File: config.mk
export PLATFORM = sky130hd
export DESIGN_NAME = ser_top
export DESIGN_NICKNAME = d
export VERILOG_FILES = /design/src/hdl/ser_pkg.sv /design/src/hdl/ser_event_latch.sv /design/src/hdl/ser_top.sv
export SDC_FILE = /design/constraint.sdc
export NUM_CORES = 1
export LEC_CHECK = 0
export BUFFER_PORTS_ARGS = -buffer_cell sky130_fd_sc_hd__buf_2
export CORE_MARGIN = 2
export CORE_UTILIZATION = 45
export CTS_BUF_LIST = sky130_fd_sc_hd__clkbuf_8
export CTS_CLUSTER_SIZE = 28
export DETAILED_ROUTE_END_ITERATION = 12
export PLACE_DENSITY = 0.67
export SYNTH_ARGS = -nofsm -noshare
export SYNTH_HDL_FRONTEND = slang
export SYNTH_HIERARCHICAL = 1
export SYNTH_SLANG_ARGS = --single-unit
File: constraint.sdc
create_clock -name pclk -period 1.75 [get_ports pclk]
set_clock_uncertainty 0.1 [all_clocks]
set_input_delay 0.0875 -clock pclk [delete_from_list [all_inputs] [get_ports pclk]]
set_output_delay 0.0875 -clock pclk [all_outputs]
set_load 0.005 [all_outputs]
File: src/hdl/ser_pkg.sv
// constants shared by the status event reporting block
package ser_pkg;

  // register set widths
  localparam int unsigned STB_W = 8;
  localparam int unsigned STD_W = 8;
  localparam int unsigned OPER_W = 16;
  localparam int unsigned QUES_W = 16;
  localparam int unsigned ADDR_W = 8;

  // register byte offsets on the apb bus
  localparam logic [ADDR_W-1:0] ADDR_STB = 8'h00;
  localparam logic [ADDR_W-1:0] ADDR_SRE = 8'h04;
  localparam logic [ADDR_W-1:0] ADDR_STD_EVT = 8'h08;
  localparam logic [ADDR_W-1:0] ADDR_STD_EN = 8'h0C;
  localparam logic [ADDR_W-1:0] ADDR_OPER_COND = 8'h10;
  localparam logic [ADDR_W-1:0] ADDR_OPER_EVT = 8'h14;
  localparam logic [ADDR_W-1:0] ADDR_OPER_EN = 8'h18;
  localparam logic [ADDR_W-1:0] ADDR_QUES_COND = 8'h1C;
  localparam logic [ADDR_W-1:0] ADDR_QUES_EVT = 8'h20;
  localparam logic [ADDR_W-1:0] ADDR_QUES_EN = 8'h24;
  localparam logic [ADDR_W-1:0] ADDR_CLEAR_STATUS = 8'h28;

  // status byte bit positions
  localparam int unsigned STB_OPER_SUM = 7;
  localparam int unsigned STB_MSS = 6;
  localparam int unsigned STB_STD_SUM = 5;
  localparam int unsigned STB_MSG_AVAIL = 4;
  localparam int unsigned STB_QUES_SUM = 3;

  // reset values
  localparam logic [STB_W-1:0] SRE_RST = 8'h00;
  localparam logic [STD_W-1:0] STD_EN_RST = 8'h00;
  localparam logic [OPER_W-1:0] OPER_EN_RST = 16'h0000;
  localparam logic [QUES_W-1:0] QUES_EN_RST = 16'h0000;
  localparam logic [31:0] PRDATA_RST = 32'h00000000;

endpackage

File: src/hdl/ser_event_latch.sv
// one latching event register with enable mask and summary output
`timescale 1ns/1ps
module ser_event_latch #(
  parameter int unsigned W = 8
) (
  // clock and reset
  input wire logic clk,
  input wire logic rst_n,
  // event set, clear and mask
  input wire logic [W-1:0] set_in,
  input wire logic clr,
  input wire logic [W-1:0] enable,
  // latched events and summary
  output logic [W-1:0] event_q,
  output logic summary
);

  typedef struct packed {
    logic [W-1:0] evt_r;
  } ser_latch_state_t;

  ser_latch_state_t st_r;
  ser_latch_state_t st_nxt;

  // latch events, a set in the clear cycle survives the clear
  always_comb begin
    st_nxt = st_r;
    if (clr) begin
      st_nxt.evt_r = set_in;
    end else begin
      st_nxt.evt_r = st_r.evt_r | set_in;
    end
  end

  // power-on clears every event bit
  always_ff @(posedge clk or negedge rst_n) begin
    if (!rst_n) begin
      st_r <= '0;
    end else begin
      st_r <= st_nxt;
    end
  end

  // outputs
  assign event_q = st_r.evt_r;
  assign summary = |(st_r.evt_r & enable);
endmodule

File: src/hdl/ser_top.sv
// status byte, service request enable and three event register sets behind apb
//
// The implementer's own choices: the register offsets and register access over APB.
`timescale 1ns/1ps
module ser_top
  import ser_pkg::*;
(
  // clock and reset
  input wire logic pclk,
  input wire logic presetn,
  // apb slave
  input wire logic psel,
  input wire logic penable,
  input wire logic pwrite,
  input wire logic [ADDR_W-1:0] paddr,
  input wire logic [31:0] pwdata,
  output logic [31:0] prdata,
  output logic pready,
  output logic pslverr,
  // instrument status sources, same clock
  input wire logic [STD_W-1:0] std_event_in,
  input wire logic [OPER_W-1:0] oper_cond_in,
  input wire logic [QUES_W-1:0] ques_cond_in,
  input wire logic msg_avail_in,
  // status outputs
  output logic [STB_W-1:0] status_byte,
  output logic mss
);

  typedef struct packed {
    logic [STB_W-1:0] sre_r;
    logic [STD_W-1:0] std_en_r;
    logic [OPER_W-1:0] oper_en_r;
    logic [QUES_W-1:0] ques_en_r;
    logic [OPER_W-1:0] oper_prev_r;
    logic [QUES_W-1:0] ques_prev_r;
    logic [31:0] prdata_r;
    logic pslverr_r;
    logic [STB_W-1:0] stb_r;
    logic mss_r;
  } ser_state_t;

  ser_state_t st_r;
  ser_state_t st_nxt;

  // true for every mapped offset
  function automatic logic is_mapped(input logic [ADDR_W-1:0] a);
    unique case (a)
      ADDR_STB, ADDR_SRE, ADDR_STD_EVT, ADDR_STD_EN, ADDR_OPER_COND, ADDR_OPER_EVT,
      ADDR_OPER_EN, ADDR_QUES_COND, ADDR_QUES_EVT, ADDR_QUES_EN, ADDR_CLEAR_STATUS: is_mapped = 1'b1;
      default: is_mapped = 1'b0;
    endcase
  endfunction

  // true for offsets that accept a write
  function automatic logic is_writable(input logic [ADDR_W-1:0] a);
    unique case (a)
      ADDR_SRE, ADDR_STD_EN, ADDR_OPER_EN, ADDR_QUES_EN, ADDR_CLEAR_STATUS: is_writable = 1'b1;
      default: is_writable = 1'b0;
    endcase
  endfunction

  // apb phase decode
  logic setup_ph;
  logic access_ph;
  logic rd_setup;
  logic wr_access;
  assign setup_ph = psel & ~penable;
  assign access_ph = psel & penable;
  assign rd_setup = setup_ph & ~pwrite;
  assign wr_access = access_ph & pwrite;

  // read-clear strobes fire with the data capture, so no event slips between
  logic clr_std;
  logic clr_oper;
  logic clr_ques;
  logic clear_status;
  assign clear_status = wr_access & (paddr == ADDR_CLEAR_STATUS);
  assign clr_std = (rd_setup & (paddr == ADDR_STD_EVT)) | clear_status;
  assign clr_oper = (rd_setup & (paddr == ADDR_OPER_EVT)) | clear_status;
  assign clr_ques = (rd_setup & (paddr == ADDR_QUES_EVT)) | clear_status;

  // operation and questionable events latch on rising condition edges
  logic [OPER_W-1:0] oper_set;
  logic [QUES_W-1:0] ques_set;
  assign oper_set = oper_cond_in & ~st_r.oper_prev_r;
  assign ques_set = ques_cond_in & ~st_r.ques_prev_r;

  // the three event register sets
  logic [STD_W-1:0] std_evt;
  logic [OPER_W-1:0] oper_evt;
  logic [QUES_W-1:0] ques_evt;
  logic std_sum;
  logic oper_sum;
  logic ques_sum;

  ser_event_latch #(
    .W(STD_W)
  ) u_std (
    .clk(pclk),
    .rst_n(presetn),
    .set_in(std_event_in),
    .clr(clr_std),
    .enable(st_r.std_en_r),
    .event_q(std_evt),
    .summary(std_sum)
  );

  ser_event_latch #(
    .W(OPER_W)
  ) u_oper (
    .clk(pclk),
    .rst_n(presetn),
    .set_in(oper_set),
    .clr(clr_oper),
    .enable(st_r.oper_en_r),
    .event_q(oper_evt),
    .summary(oper_sum)
  );

  ser_event_latch #(
    .W(QUES_W)
  ) u_ques (
    .clk(pclk),
    .rst_n(presetn),
    .set_in(ques_set),
    .clr(clr_ques),
    .enable(st_r.ques_en_r),
    .event_q(ques_evt),
    .summary(ques_sum)
  );

  // summary vector without the master bit
  logic [STB_W-1:0] sum_vec;
  logic mss_c;
  always_comb begin
    sum_vec = '0;
    sum_vec[STB_OPER_SUM] = oper_sum;
    sum_vec[STB_STD_SUM] = std_sum;
    sum_vec[STB_MSG_AVAIL] = msg_avail_in;
    sum_vec[STB_QUES_SUM] = ques_sum;
  end
  assign mss_c = |(sum_vec & st_r.sre_r);

  // read value as a binary-weighted word
  logic [31:0] rd_val;
  always_comb begin
    rd_val = PRDATA_RST;
    unique case (paddr)
      ADDR_STB: rd_val = {24'h000000, sum_vec | ({{(STB_W-1){1'b0}}, mss_c} << STB_MSS)};
      ADDR_SRE: rd_val = {24'h000000, st_r.sre_r};
      ADDR_STD_EVT: rd_val = {24'h000000, std_evt};
      ADDR_STD_EN: rd_val = {24'h000000, st_r.std_en_r};
      ADDR_OPER_COND: rd_val = {16'h0000, oper_cond_in};
      ADDR_OPER_EVT: rd_val = {16'h0000, oper_evt};
      ADDR_OPER_EN: rd_val = {16'h0000, st_r.oper_en_r};
      ADDR_QUES_COND: rd_val = {16'h0000, ques_cond_in};
      ADDR_QUES_EVT: rd_val = {16'h0000, ques_evt};
      ADDR_QUES_EN: rd_val = {16'h0000, st_r.ques_en_r};
      default: rd_val = PRDATA_RST;
    endcase
  end

  // next state: bus capture, enable writes, edge history, status byte
  always_comb begin
    st_nxt = st_r;
    st_nxt.oper_prev_r = oper_cond_in;
    st_nxt.ques_prev_r = ques_cond_in;
    if (setup_ph) begin
      st_nxt.prdata_r = pwrite ? PRDATA_RST : rd_val;
      st_nxt.pslverr_r = ~is_mapped(paddr) | (pwrite & ~is_writable(paddr));
    end
    if (wr_access) begin
      unique case (paddr)
        ADDR_SRE: st_nxt.sre_r = pwdata[STB_W-1:0];
        ADDR_STD_EN: st_nxt.std_en_r = pwdata[STD_W-1:0];
        ADDR_OPER_EN: st_nxt.oper_en_r = pwdata[OPER_W-1:0];
        ADDR_QUES_EN: st_nxt.ques_en_r = pwdata[QUES_W-1:0];
        default: st_nxt.sre_r = st_r.sre_r;
      endcase
    end
    st_nxt.stb_r = sum_vec;
    st_nxt.mss_r = mss_c;
  end

  // power-on clears enables and the status byte
  always_ff @(posedge pclk or negedge presetn) begin
    if (!presetn) begin
      st_r.sre_r <= SRE_RST;
      st_r.std_en_r <= STD_EN_RST;
      st_r.oper_en_r <= OPER_EN_RST;
      st_r.ques_en_r <= QUES_EN_RST;
      st_r.oper_prev_r <= '0;
      st_r.ques_prev_r <= '0;
      st_r.prdata_r <= PRDATA_RST;
      st_r.pslverr_r <= 1'b0;
      st_r.stb_r <= '0;
      st_r.mss_r <= 1'b0;
    end else begin
      st_r <= st_nxt;
    end
  end

  // bus and status outputs
  assign pready = 1'b1;
  assign prdata = st_r.prdata_r;
  assign pslverr = st_r.pslverr_r;
  assign mss = st_r.mss_r;
  always_comb begin
    status_byte = st_r.stb_r;
    status_byte[STB_MSS] = st_r.mss_r;
  end
endmodule

==> results.json, run 1 <==
{
  "port_buffers": 92,
  "cp.required_ns": 2.00,
  "status": "finished, violations left",
  "comb_power_share": 0.124,
  "power.leakage_nw": 4.38,
  "fmaxAchievable_ghz": 0.467,
  "die_w_um": 129,
  "routed_wl_um": 21200,
  "drt-wirelength-per-cell_um": 20.2,
  "grt_pass1_wl_um": 32700,
  "cpMaxStageDelayCell": "dfrtp_1",
  "dp_slack_ns": -0.331,
  "area_growth_pct": 35.7,
  "worst_path_largest_cell_delay_ns": 0.38,
  "synth-async-reset-ratio": 1.00,
  "htreeDepth": 4,
  "nets": 934,
  "die_area_um2": 16500,
  "postRouteAntennaNets": 0,
  "maxSlewViolCount": 0,
  "finalCriticalPeriod_ns": 2.14,
  "r2r-start": "st_r[90]$_DFFE_PN0P_",
  "swShare": 0.260,
  "initial_core_util": 0.460,
  "drt_first_pass_iters": 5,
  "drc": 0,
  "synth_edf_count": 0,
  "setup_slack_ns": -0.391,
  "reg2reg_setup_slack_ns": -0.39,
  "top_layer": "met4",
  "wl_met3_um": 1200,
  "clockBufferDepth": 2,
  "worst_ir_drop_vdd_uv": 432,
  "cts_tree": "yes",
  "numCtsBuffers": 17,
  "die_y_um": 129,
  "start_kind": "register",
  "worst_pin_slew_ns": 0.545,
  "grt_pass1_vias": 5866,
  "cp_max_fo": 2,
  "synthTopCellsByCount": "142 x dfrtp_1, 46 x buf_4, 40 x a21o_1",
  "setup_viol": 4,
  "ys.warnings.count": 6,
  "finalCritPeriodShare": 1.22,
  "core_um2": 15200,
  "synth_ff_type": "dfrtp_1",
  "slew_headroom": 0.633,
  "grt-ovfl-total": 0,
  "yosys.area.top_type_share": 0.508,
  "cts_root_buf": "clkbuf_8",
  "p_per_area_nw_per_um2": 723,
  "syn_area_um2": 6990,
  "r2r_end": "prdata[6]$_DFFE_PN0P_",
  "crit_chain": "a22o_1, a221oi_2, nand4_1, a22oi_1, nand2_1, a22o_1, a221oi_2, o21ai_1",
  "cts_sinks": 142,
  "seq_power_share": 0.494,
  "worst_setup_hold_path_clk_slew_ns": 0.09,
  "finalPower_w": 0.00685,
  "first_iter_violations": 440,
  "crit_path_end_kind": "register",
  "wl_met1_um": 9120,
  "r2r_cells": 8,
  "dpl_cell_area_um2": 8410,
  "grt_setup_unrepaired": "true",
  "n_antenna_cell": 0,
  "hpwl_um": 15500,
  "hold_viol_final": 0,
  "synth.distinct_cells": 48,
  "whs_ns": 0.0185,
  "postSynthAreaPerCell_um2": 12.0,
  "viasPerCell": 5.42,
  "via_count": 5676,
  "pin_count": 129,
  "p_int_w": 0.00507,
  "yosys.area.top_type": "dfrtp_1",
  "ys_ff_latch": 142,
  "arrival_ns": 2.40,
  "synth_area_leaders": "dfrtp_1 51%, mux2_2 5.8%, mux2i_1 5.4%",
  "crit_type": "register to register",
  "clock_power_share": 0.382,
  "drive_gt1_frac": 0.420,
  "synth.most_common_cell": "dfrtp_1",
  "violations": "setup timing",
  "rows": 45,
  "grt_use_total": 0.266,
  "place.gp.congestion": 0.994,
  "seq_area_frac_synth": 0.508,
  "cap_violations": 0,
  "antenna_found_initial": 0,
  "grt_max_degree": 57,
  "syn_inst": 583,
  "fin_area_um2": 9480,
  "power_switching_w": 0.00178,
  "setup_tns_ns": -1.06,
  "min_path_type": "primary input to async pin",
  "clock_latency_ns": 0.47,
  "met2_wirelength_um": 10300
}
[worst max-delay path: cells and delay by family, from the launching register on]
kind,cells,cell delay (ns)
AND/OR/NAND/NOR,2,0.27
AO/OA/AOI/OAI,6,1.27
flip-flops,1,0.38
[power groups by stage]
stage          Clock, W  Sequential, W  Combinational (W)
5_1_grt         0.00281        0.00339           0.000912
4_1_cts         0.00265        0.00338           0.000834
6_report        0.00262        0.00338           0.000848
2_1_floorplan         0        0.00344           0.000343
3_5_place_dp          0        0.00345           0.000722
3_3_place_gp          0        0.00345           0.000710
[metal layers]
metal / vias to the layer above / GRT usage
met5: - / 0
met4: 0 / 0.0959
met3: 36 / 0.0541
met2: 217 / 0.438
met1: 2826 / 0.352
li1: 2597 / -
[state kept, by name, indices dropped and copies added, names as in the netlist]
name and cells:
pslverr 1, u_std/event_q 8, u_ques/event_q 16, u_oper/event_q 16, prdata 16, mss 1, status_byte 4, st_r 80
[worst max-delay path by stage]
stage                                            from               endpoint  slack (ns)  cells past startpoint
after floorplan           u_ques/event_q[4]$_DFF_PN0_  prdata[6]$_DFFE_PN0P_       -0.13                      8
after global placement           st_r[90]$_DFFE_PN0P_  prdata[6]$_DFFE_PN0P_       -0.28                      8
after detailed placement         st_r[90]$_DFFE_PN0P_  prdata[6]$_DFFE_PN0P_       -0.33                      8
after CTS                        st_r[90]$_DFFE_PN0P_  prdata[6]$_DFFE_PN0P_       -0.35                      8
after global routing      u_ques/event_q[5]$_DFF_PN0_  prdata[6]$_DFFE_PN0P_       -0.46                      8
final                            st_r[90]$_DFFE_PN0P_  prdata[6]$_DFFE_PN0P_       -0.39                      8
[layout make-up]
class                           count  area [µm²]
Inverter                            5        18.8
Clock buffer                       18         248
Fill cell                        1227        5720
Sequential cell                   142        3550
Clock inverter                     13         141
Timing Repair Buffer              295        2210
Tap cell                          188         235
Multi-Input combinational cell    387        3070
[cell usage in the layout (no fill, tap or decap), types with 6 or more instances in the layout]
master / count
mux2_4: 20
o21ai_0: 16
a22o_1: 9
dlygate4sd3_1: 58
nand3_1: 19
a221oi_2: 9
nor2b_1: 37
buf_4: 139
conb_1: 20
buf_12: 6
a22oi_2: 6
clkbuf_8: 18
nor2_1: 17
or3_1: 6
mux2i_1: 38
a21oi_1: 12
dfrtp_1: 142
nand2_1: 27
buf_2: 91
o22ai_1: 12
a22oi_1: 7
mux2_2: 36
a21o_1: 40
[metrics by stage]
stage	util	instances
after global routing	0.624	1048
after CTS	0.620	1045
final	0.624	1048
after detailed placement	0.553	952
after floorplan	-	601
after global placement	0.553	952
[timing repair]
item | in CTS | in global routing
endpoints found under the setup margin | 4 | 7
endpoints found under the hold margin | 264 | 0
gates resized for setup | 7 | 7
hold buffers | 58 | 0
pin swaps | 9 | 12
buffers inserted | 5 | 4
[kinds of logic (layout without fill, tap and decap cells)]
| group | after synthesis | in the layout | share of synthesized area |
|---|---|---|---|
| AND/OR/NAND/NOR | 137 | 137 | 0.121 |
| other | 2 | 20 | 0.00107 |
| multiplexers | 94 | 94 | 0.155 |
| buffers and inverters | 72 | 331 | 0.0698 |
| flip-flops | 142 | 142 | 0.508 |
| AO/OA/AOI/OAI | 136 | 136 | 0.144 |
No activity file was read; power rests on OpenSTA's default activity.
==> run 2: changes to the inputs <==
- SETUP_SLACK_MARGIN: default -> 0.4
- SKIP_LAST_GASP: default -> 1
==> results.json, run 2 (synthesis gave the netlist of run 1 again) <==
{
  "min_path_type": "primary input to async pin",
  "htreeDepth": 4,
  "finalCriticalPeriod_ns": 2.11,
  "worst_ir_drop_vdd_uv": 407,
  "nets": 940,
  "postRouteAntennaNets": 0,
  "setup_viol": 4,
  "initial_core_util": 0.460,
  "finalCritPeriodShare": 1.21,
  "final_common_cell": "dfrtp_1",
  "drive_gt1_frac": 0.438,
  "cpMaxStageDelayCell": "dfrtp_1",
  "power.leakage_nw": 4.45,
  "status": "finished, violations left",
  "worst_path_largest_cell_delay_ns": 0.39,
  "via_count": 5694,
  "cts_sinks": 142,
  "n_antenna_cell": 0,
  "worst_setup_hold_path_clk_slew_ns": 0.09,
  "viasPerCell": 5.40,
  "grt_pass1_wl_um": 33100,
  "die_area_um2": 16500,
  "pin_count": 129,
  "regMostFlops": "st_r",
  "largest_reg_flops": 80,
  "crit_buf_inv": 0,
  "drt-wirelength-per-cell_um": 20.2,
  "cp_top_family": "compound AO/OA/AOI/OAI gates",
  "die_y_um": 129,
  "cap_violations": 0,
  "maxSlewViolCount": 0,
  "routed_wl_um": 21300,
  "grt_setup_unrepaired": "true",
  "port_buffers": 92,
  "hpwl_um": 15600,
  "area_growth_pct": 38.9,
  "dpl_cell_area_um2": 8580,
  "p_per_area_nw_per_um2": 687,
  "final-seq-area_um2": 3550,
  "cts_root_buf": "clkbuf_8",
  "crit_path_end_kind": "register",
  "violations": "setup timing",
  "fin_util": 0.639,
  "grt_pass1_vias": 6008,
  "arrival_ns": 2.36,
  "rows": 45,
  "nFillCells": 1211,
  "cts_tree": "yes",
  "grt-ovfl-total": 0,
  "antenna_found_initial": 0,
  "cp_max_fo": 2,
  "final_cell_mix": "142 x dfrtp_1, 140 x buf_4, 91 x buf_2, 58 x dlygate4sd3_1, 47 x mux2_4",
  "hold_viol_final": 0,
  "grt_use_total": 0.269,
  "fmaxAchievable_ghz": 0.474,
  "crit_chain": "a22o_1, a221oi_2, nand4_1, a22oi_1, nand2_1, a22o_1, a221oi_2, o21ai_1",
  "clockBufferDepth": 2,
  "drc": 0,
  "clock_latency_ns": 0.46,
  "die_w_um": 129,
  "cp.required_ns": 2.00,
  "whs_ns": 0.00902,
  "drt_first_pass_iters": 5,
  "first_iter_violations": 440,
  "place.gp.congestion": 0.951,
  "grt_max_degree": 42,
  "setup_slack_ns": -0.361,
  "core_um2": 15200,
  "crit_type": "register to register",
  "instances_no_fill": 1055,
  "place_inst": 958,
  "start_kind": "register",
  "multiInputGateArea_um2": 3250,
  "fin_area_um2": 9710,
  "numCtsBuffers": 17
}
## run 2: changes by cell type in the layout (fill, tap and decap cells not counted), moves of 2 or more
cell | before | now
mux2_2 | 36 | 9
mux2_4 | 20 | 47
buf_6 | 1 | 5
clkinv_2 | 2 | 6
o21ai_0 | 16 | 13
a211oi_1 | 3 | 1
a211oi_2 | 2 | 4
mux2i_1 | 38 | 36
mux2i_2 | 0 | 2
o21ai_1 | 5 | 7
## run 2: where the power goes
part	switching, W	internal (W)
Combinational	0.000438	0.000434
Clock	0.00130	0.00111
Sequential	0.0000332	0.00335
Total	0.00177	0.00490
## run 2: layout make-up
class                      instances  area share
sequential                       142       0.366
multi-input combinational        387       0.334
timing repair buffer             301       0.235
tap                              188      0.0242
clock buffer                      17      0.0241
clock inverter                    15      0.0128
inverter                           5     0.00335
## run 2: layer usage
metal | global-route usage | up-vias | wire, µm
met1 | 0.352 | 2853 | 9190
met2 | 0.445 | 207 | 10500
met3 | 0.0545 | 31 | 1160
met5 | 0 | - | 0
li1 | - | 2603 | -
met4 | 0.103 | 0 | 457
## run 2: final timing paths
| kind | start | end | slack [ns] | cells after the start |
|---|---|---|---|---|
| worst max-delay path | st_r[92]$_DFFE_PN0P_ | prdata[6]$_DFFE_PN0P_ | -0.36 | 8 |
| worst min register to register | pslverr$_DFFE_PN0P_ | pslverr$_DFFE_PN0P_ | 0.38 | 1 |
| worst max register to register | st_r[92]$_DFFE_PN0P_ | prdata[6]$_DFFE_PN0P_ | -0.36 | 8 |
| max in group asynchronous | presetn | u_oper/event_q[14]$_DFF_PN0_ | 0.96 | 3 |
| worst min-delay path | presetn | u_oper/event_q[15]$_DFF_PN0_ | 0.009 | 2 |
| min in group pclk | psel | u_std/event_q[6]$_DFF_PN0_ | 0.14 | 5 |
## run 2: timing repair
action | in CTS | in global routing
hold buffers | 58 | 0
setup buffers | 4 | 3
pin swaps | 10 | 20
endpoints found under the hold margin | 264 | 0
setup endpoints to repair | 43 | 33
gates resized for setup | 13 | 20
## run 2: metrics by stage
step | TNS, ns | worst slack, ns | total power (W)
3_5_place_dp | -5.31 | -0.359 | 0.00417
6_report | -0.981 | -0.361 | 0.00667
3_3_place_gp | -3.64 | -0.274 | 0.00416
4_1_cts | -0.828 | -0.367 | 0.00669
5_1_grt | -1.43 | -0.485 | 0.00692
2_1_floorplan | -0.133 | -0.133 | 0.00380
==> run 3: changes to the inputs <==
- ABC_CLOCK_PERIOD_IN_PS: default -> 1750
- REMOVE_ABC_BUFFERS: default -> 1
==> results.json, run 3 (synthesis gave the netlist of run 1 again) <==
{
  "status": "finished, violations left",
  "violations": "setup timing",
  "viasPerCell": 5.46,
  "instances_no_fill": 1054,
  "final_cell_mix": "142 x dfrtp_1, 137 x buf_4, 90 x buf_2, 59 x dlygate4sd3_1, 40 x a21o_1",
  "postRouteAntennaNets": 0,
  "place.gp.congestion": 0.925,
  "worst_path_largest_cell_delay_ns": 0.38,
  "finalPower_w": 0.00696,
  "place_inst": 953,
  "pin_count": 129,
  "r2r_end": "prdata[6]$_DFFE_PN0P_",
  "n_antenna_cell": 0,
  "rows": 45,
  "p_per_area_nw_per_um2": 725,
  "drc": 0,
  "drt_first_pass_iters": 4,
  "fin_util": 0.631,
  "die_area_um2": 16500,
  "reg2reg_setup_slack_ns": -0.48,
  "grt_pass1_wl_um": 32500,
  "hold_viol_final": 0,
  "nets": 939,
  "core_um2": 15200,
  "multiInputGateArea_um2": 3100,
  "clock_latency_ns": 0.46,
  "maxSlewViolCount": 0,
  "area_growth_pct": 37.3,
  "crit_chain": "a22o_1, a221oi_2, nand4_1, a22oi_1, nand2_1, a22o_1, a221oi_2, o21ai_1",
  "die_w_um": 129,
  "numCtsBuffers": 17,
  "first_iter_violations": 500,
  "port_buffers": 92,
  "antenna_found_initial": 0,
  "finalCriticalPeriod_ns": 2.23,
  "power.leakage_nw": 4.42,
  "r2r-start": "u_ques/event_q[2]$_DFF_PN0_",
  "die_y_um": 129,
  "arrival_ns": 2.46,
  "hpwl_um": 15000,
  "drt-wirelength-per-cell_um": 19.9,
  "setup_tns_ns": -1.26,
  "cts_sinks": 142,
  "regMostFlops": "st_r",
  "finalCritPeriodShare": 1.27,
  "cp_top_family": "compound AO/OA/AOI/OAI gates",
  "setup_slack_ns": -0.479,
  "final_common_cell": "dfrtp_1",
  "worst_pin_slew_ns": 0.705,
  "grt_pass1_vias": 5808,
  "worst_ir_drop_vdd_uv": 547,
  "largest_reg_flops": 80,
  "min_path_type": "primary input to async pin",
  "cts_tree": "yes",
  "grt_max_degree": 54,
  "grt_setup_unrepaired": "true",
  "final-seq-area_um2": 3550,
  "drive_gt1_frac": 0.426,
  "worst_setup_hold_path_clk_slew_ns": 0.07,
  "slew_headroom": 0.525,
  "r2r_cells": 8,
  "clockBufferDepth": 2,
  "nFillCells": 1171,
  "grt-ovfl-total": 0,
  "routed_wl_um": 21000,
  "setup_viol": 5,
  "cp.required_ns": 1.98,
  "via_count": 5753,
  "crit_path_end_kind": "register",
  "cap_violations": 0,
  "cpMaxStageDelayCell": "dfrtp_1",
  "crit_type": "register to register",
  "fmaxAchievable_ghz": 0.449,
  "crit_buf_inv": 0,
  "htreeDepth": 4,
  "cp_max_fo": 2,
  "grt_use_total": 0.265,
  "cts_root_buf": "clkbuf_8",
  "start_kind": "register",
  "initial_core_util": 0.460
}
run 3: worst register-to-register path, cell delays in order, from the launching register on:
cell	delay, ns
dfrtp_1	0.38
a22o_1	0.27
a221oi_2	0.28
nand4_1	0.18
a22oi_1	0.21
nand2_1	0.09
a22o_1	0.23
a221oi_2	0.28
o21ai_1	0.09
run 3: how the worst max path moves through the flow:
stage          slack, ns               endpoint                        start  cells after the start
3_5_place_dp       -0.42  prdata[6]$_DFFE_PN0P_         st_r[76]$_DFFE_PN0P_                      8
3_3_place_gp       -0.33  prdata[6]$_DFFE_PN0P_         st_r[74]$_DFFE_PN0P_                      8
2_1_floorplan      -0.16  prdata[6]$_DFFE_PN0P_         st_r[74]$_DFFE_PN0P_                      8
6_report           -0.48  prdata[6]$_DFFE_PN0P_  u_ques/event_q[2]$_DFF_PN0_                      8
5_1_grt            -0.53  prdata[6]$_DFFE_PN0P_  u_ques/event_q[2]$_DFF_PN0_                      8
4_1_cts            -0.35  prdata[6]$_DFFE_PN0P_  u_ques/event_q[4]$_DFF_PN0_                      8
run 3: metrics by stage:
step,setup slack [ns],instance area [µm²],hold slack [ns]
2_1_floorplan,-0.164,6590,-0.308
3_3_place_gp,-0.335,8400,-0.0426
3_5_place_dp,-0.425,8400,-0.0353
4_1_cts,-0.351,9500,0.0399
5_1_grt,-0.534,9590,0.0717
6_report,-0.479,9590,0.0412
run 3: power breakdown:
part           internal, W  switching (W)
Combinational     0.000427       0.000440
Sequential         0.00335      0.0000317
Clock              0.00146        0.00125
Total              0.00524        0.00172
run 3: metal layers:
| metal | wire length, µm | vias up | global-route usage | share of wire |
|---|---|---|---|---|
| met5 | 0 | - | 0 | 0 |
| met4 | 535 | 0 | 0.0902 | 0.026 |
| met3 | 1350 | 44 | 0.0528 | 0.064 |
| met2 | 9730 | 232 | 0.422 | 0.46 |
| met1 | 9370 | 2872 | 0.365 | 0.45 |
| li1 | - | 2605 | - | - |
run 3: cell type report:
class                           count  share of cell area
Clock inverter                     13              0.0153
Timing Repair Buffer              300               0.236
Sequential cell                   142               0.370
Inverter                            5             0.00365
Tap cell                          188              0.0245
Multi-Input combinational cell    387               0.323
Clock buffer                       19              0.0273
run 3: repair_timing:
item / CTS / global route
setup buffers: 7 / 3
hold buffers: 59 / 0
setup endpoints to repair: 11 / 74
pin swaps: 15 / 9
endpoints found under the hold margin: 264 / 0
resized for setup: 15 / 21
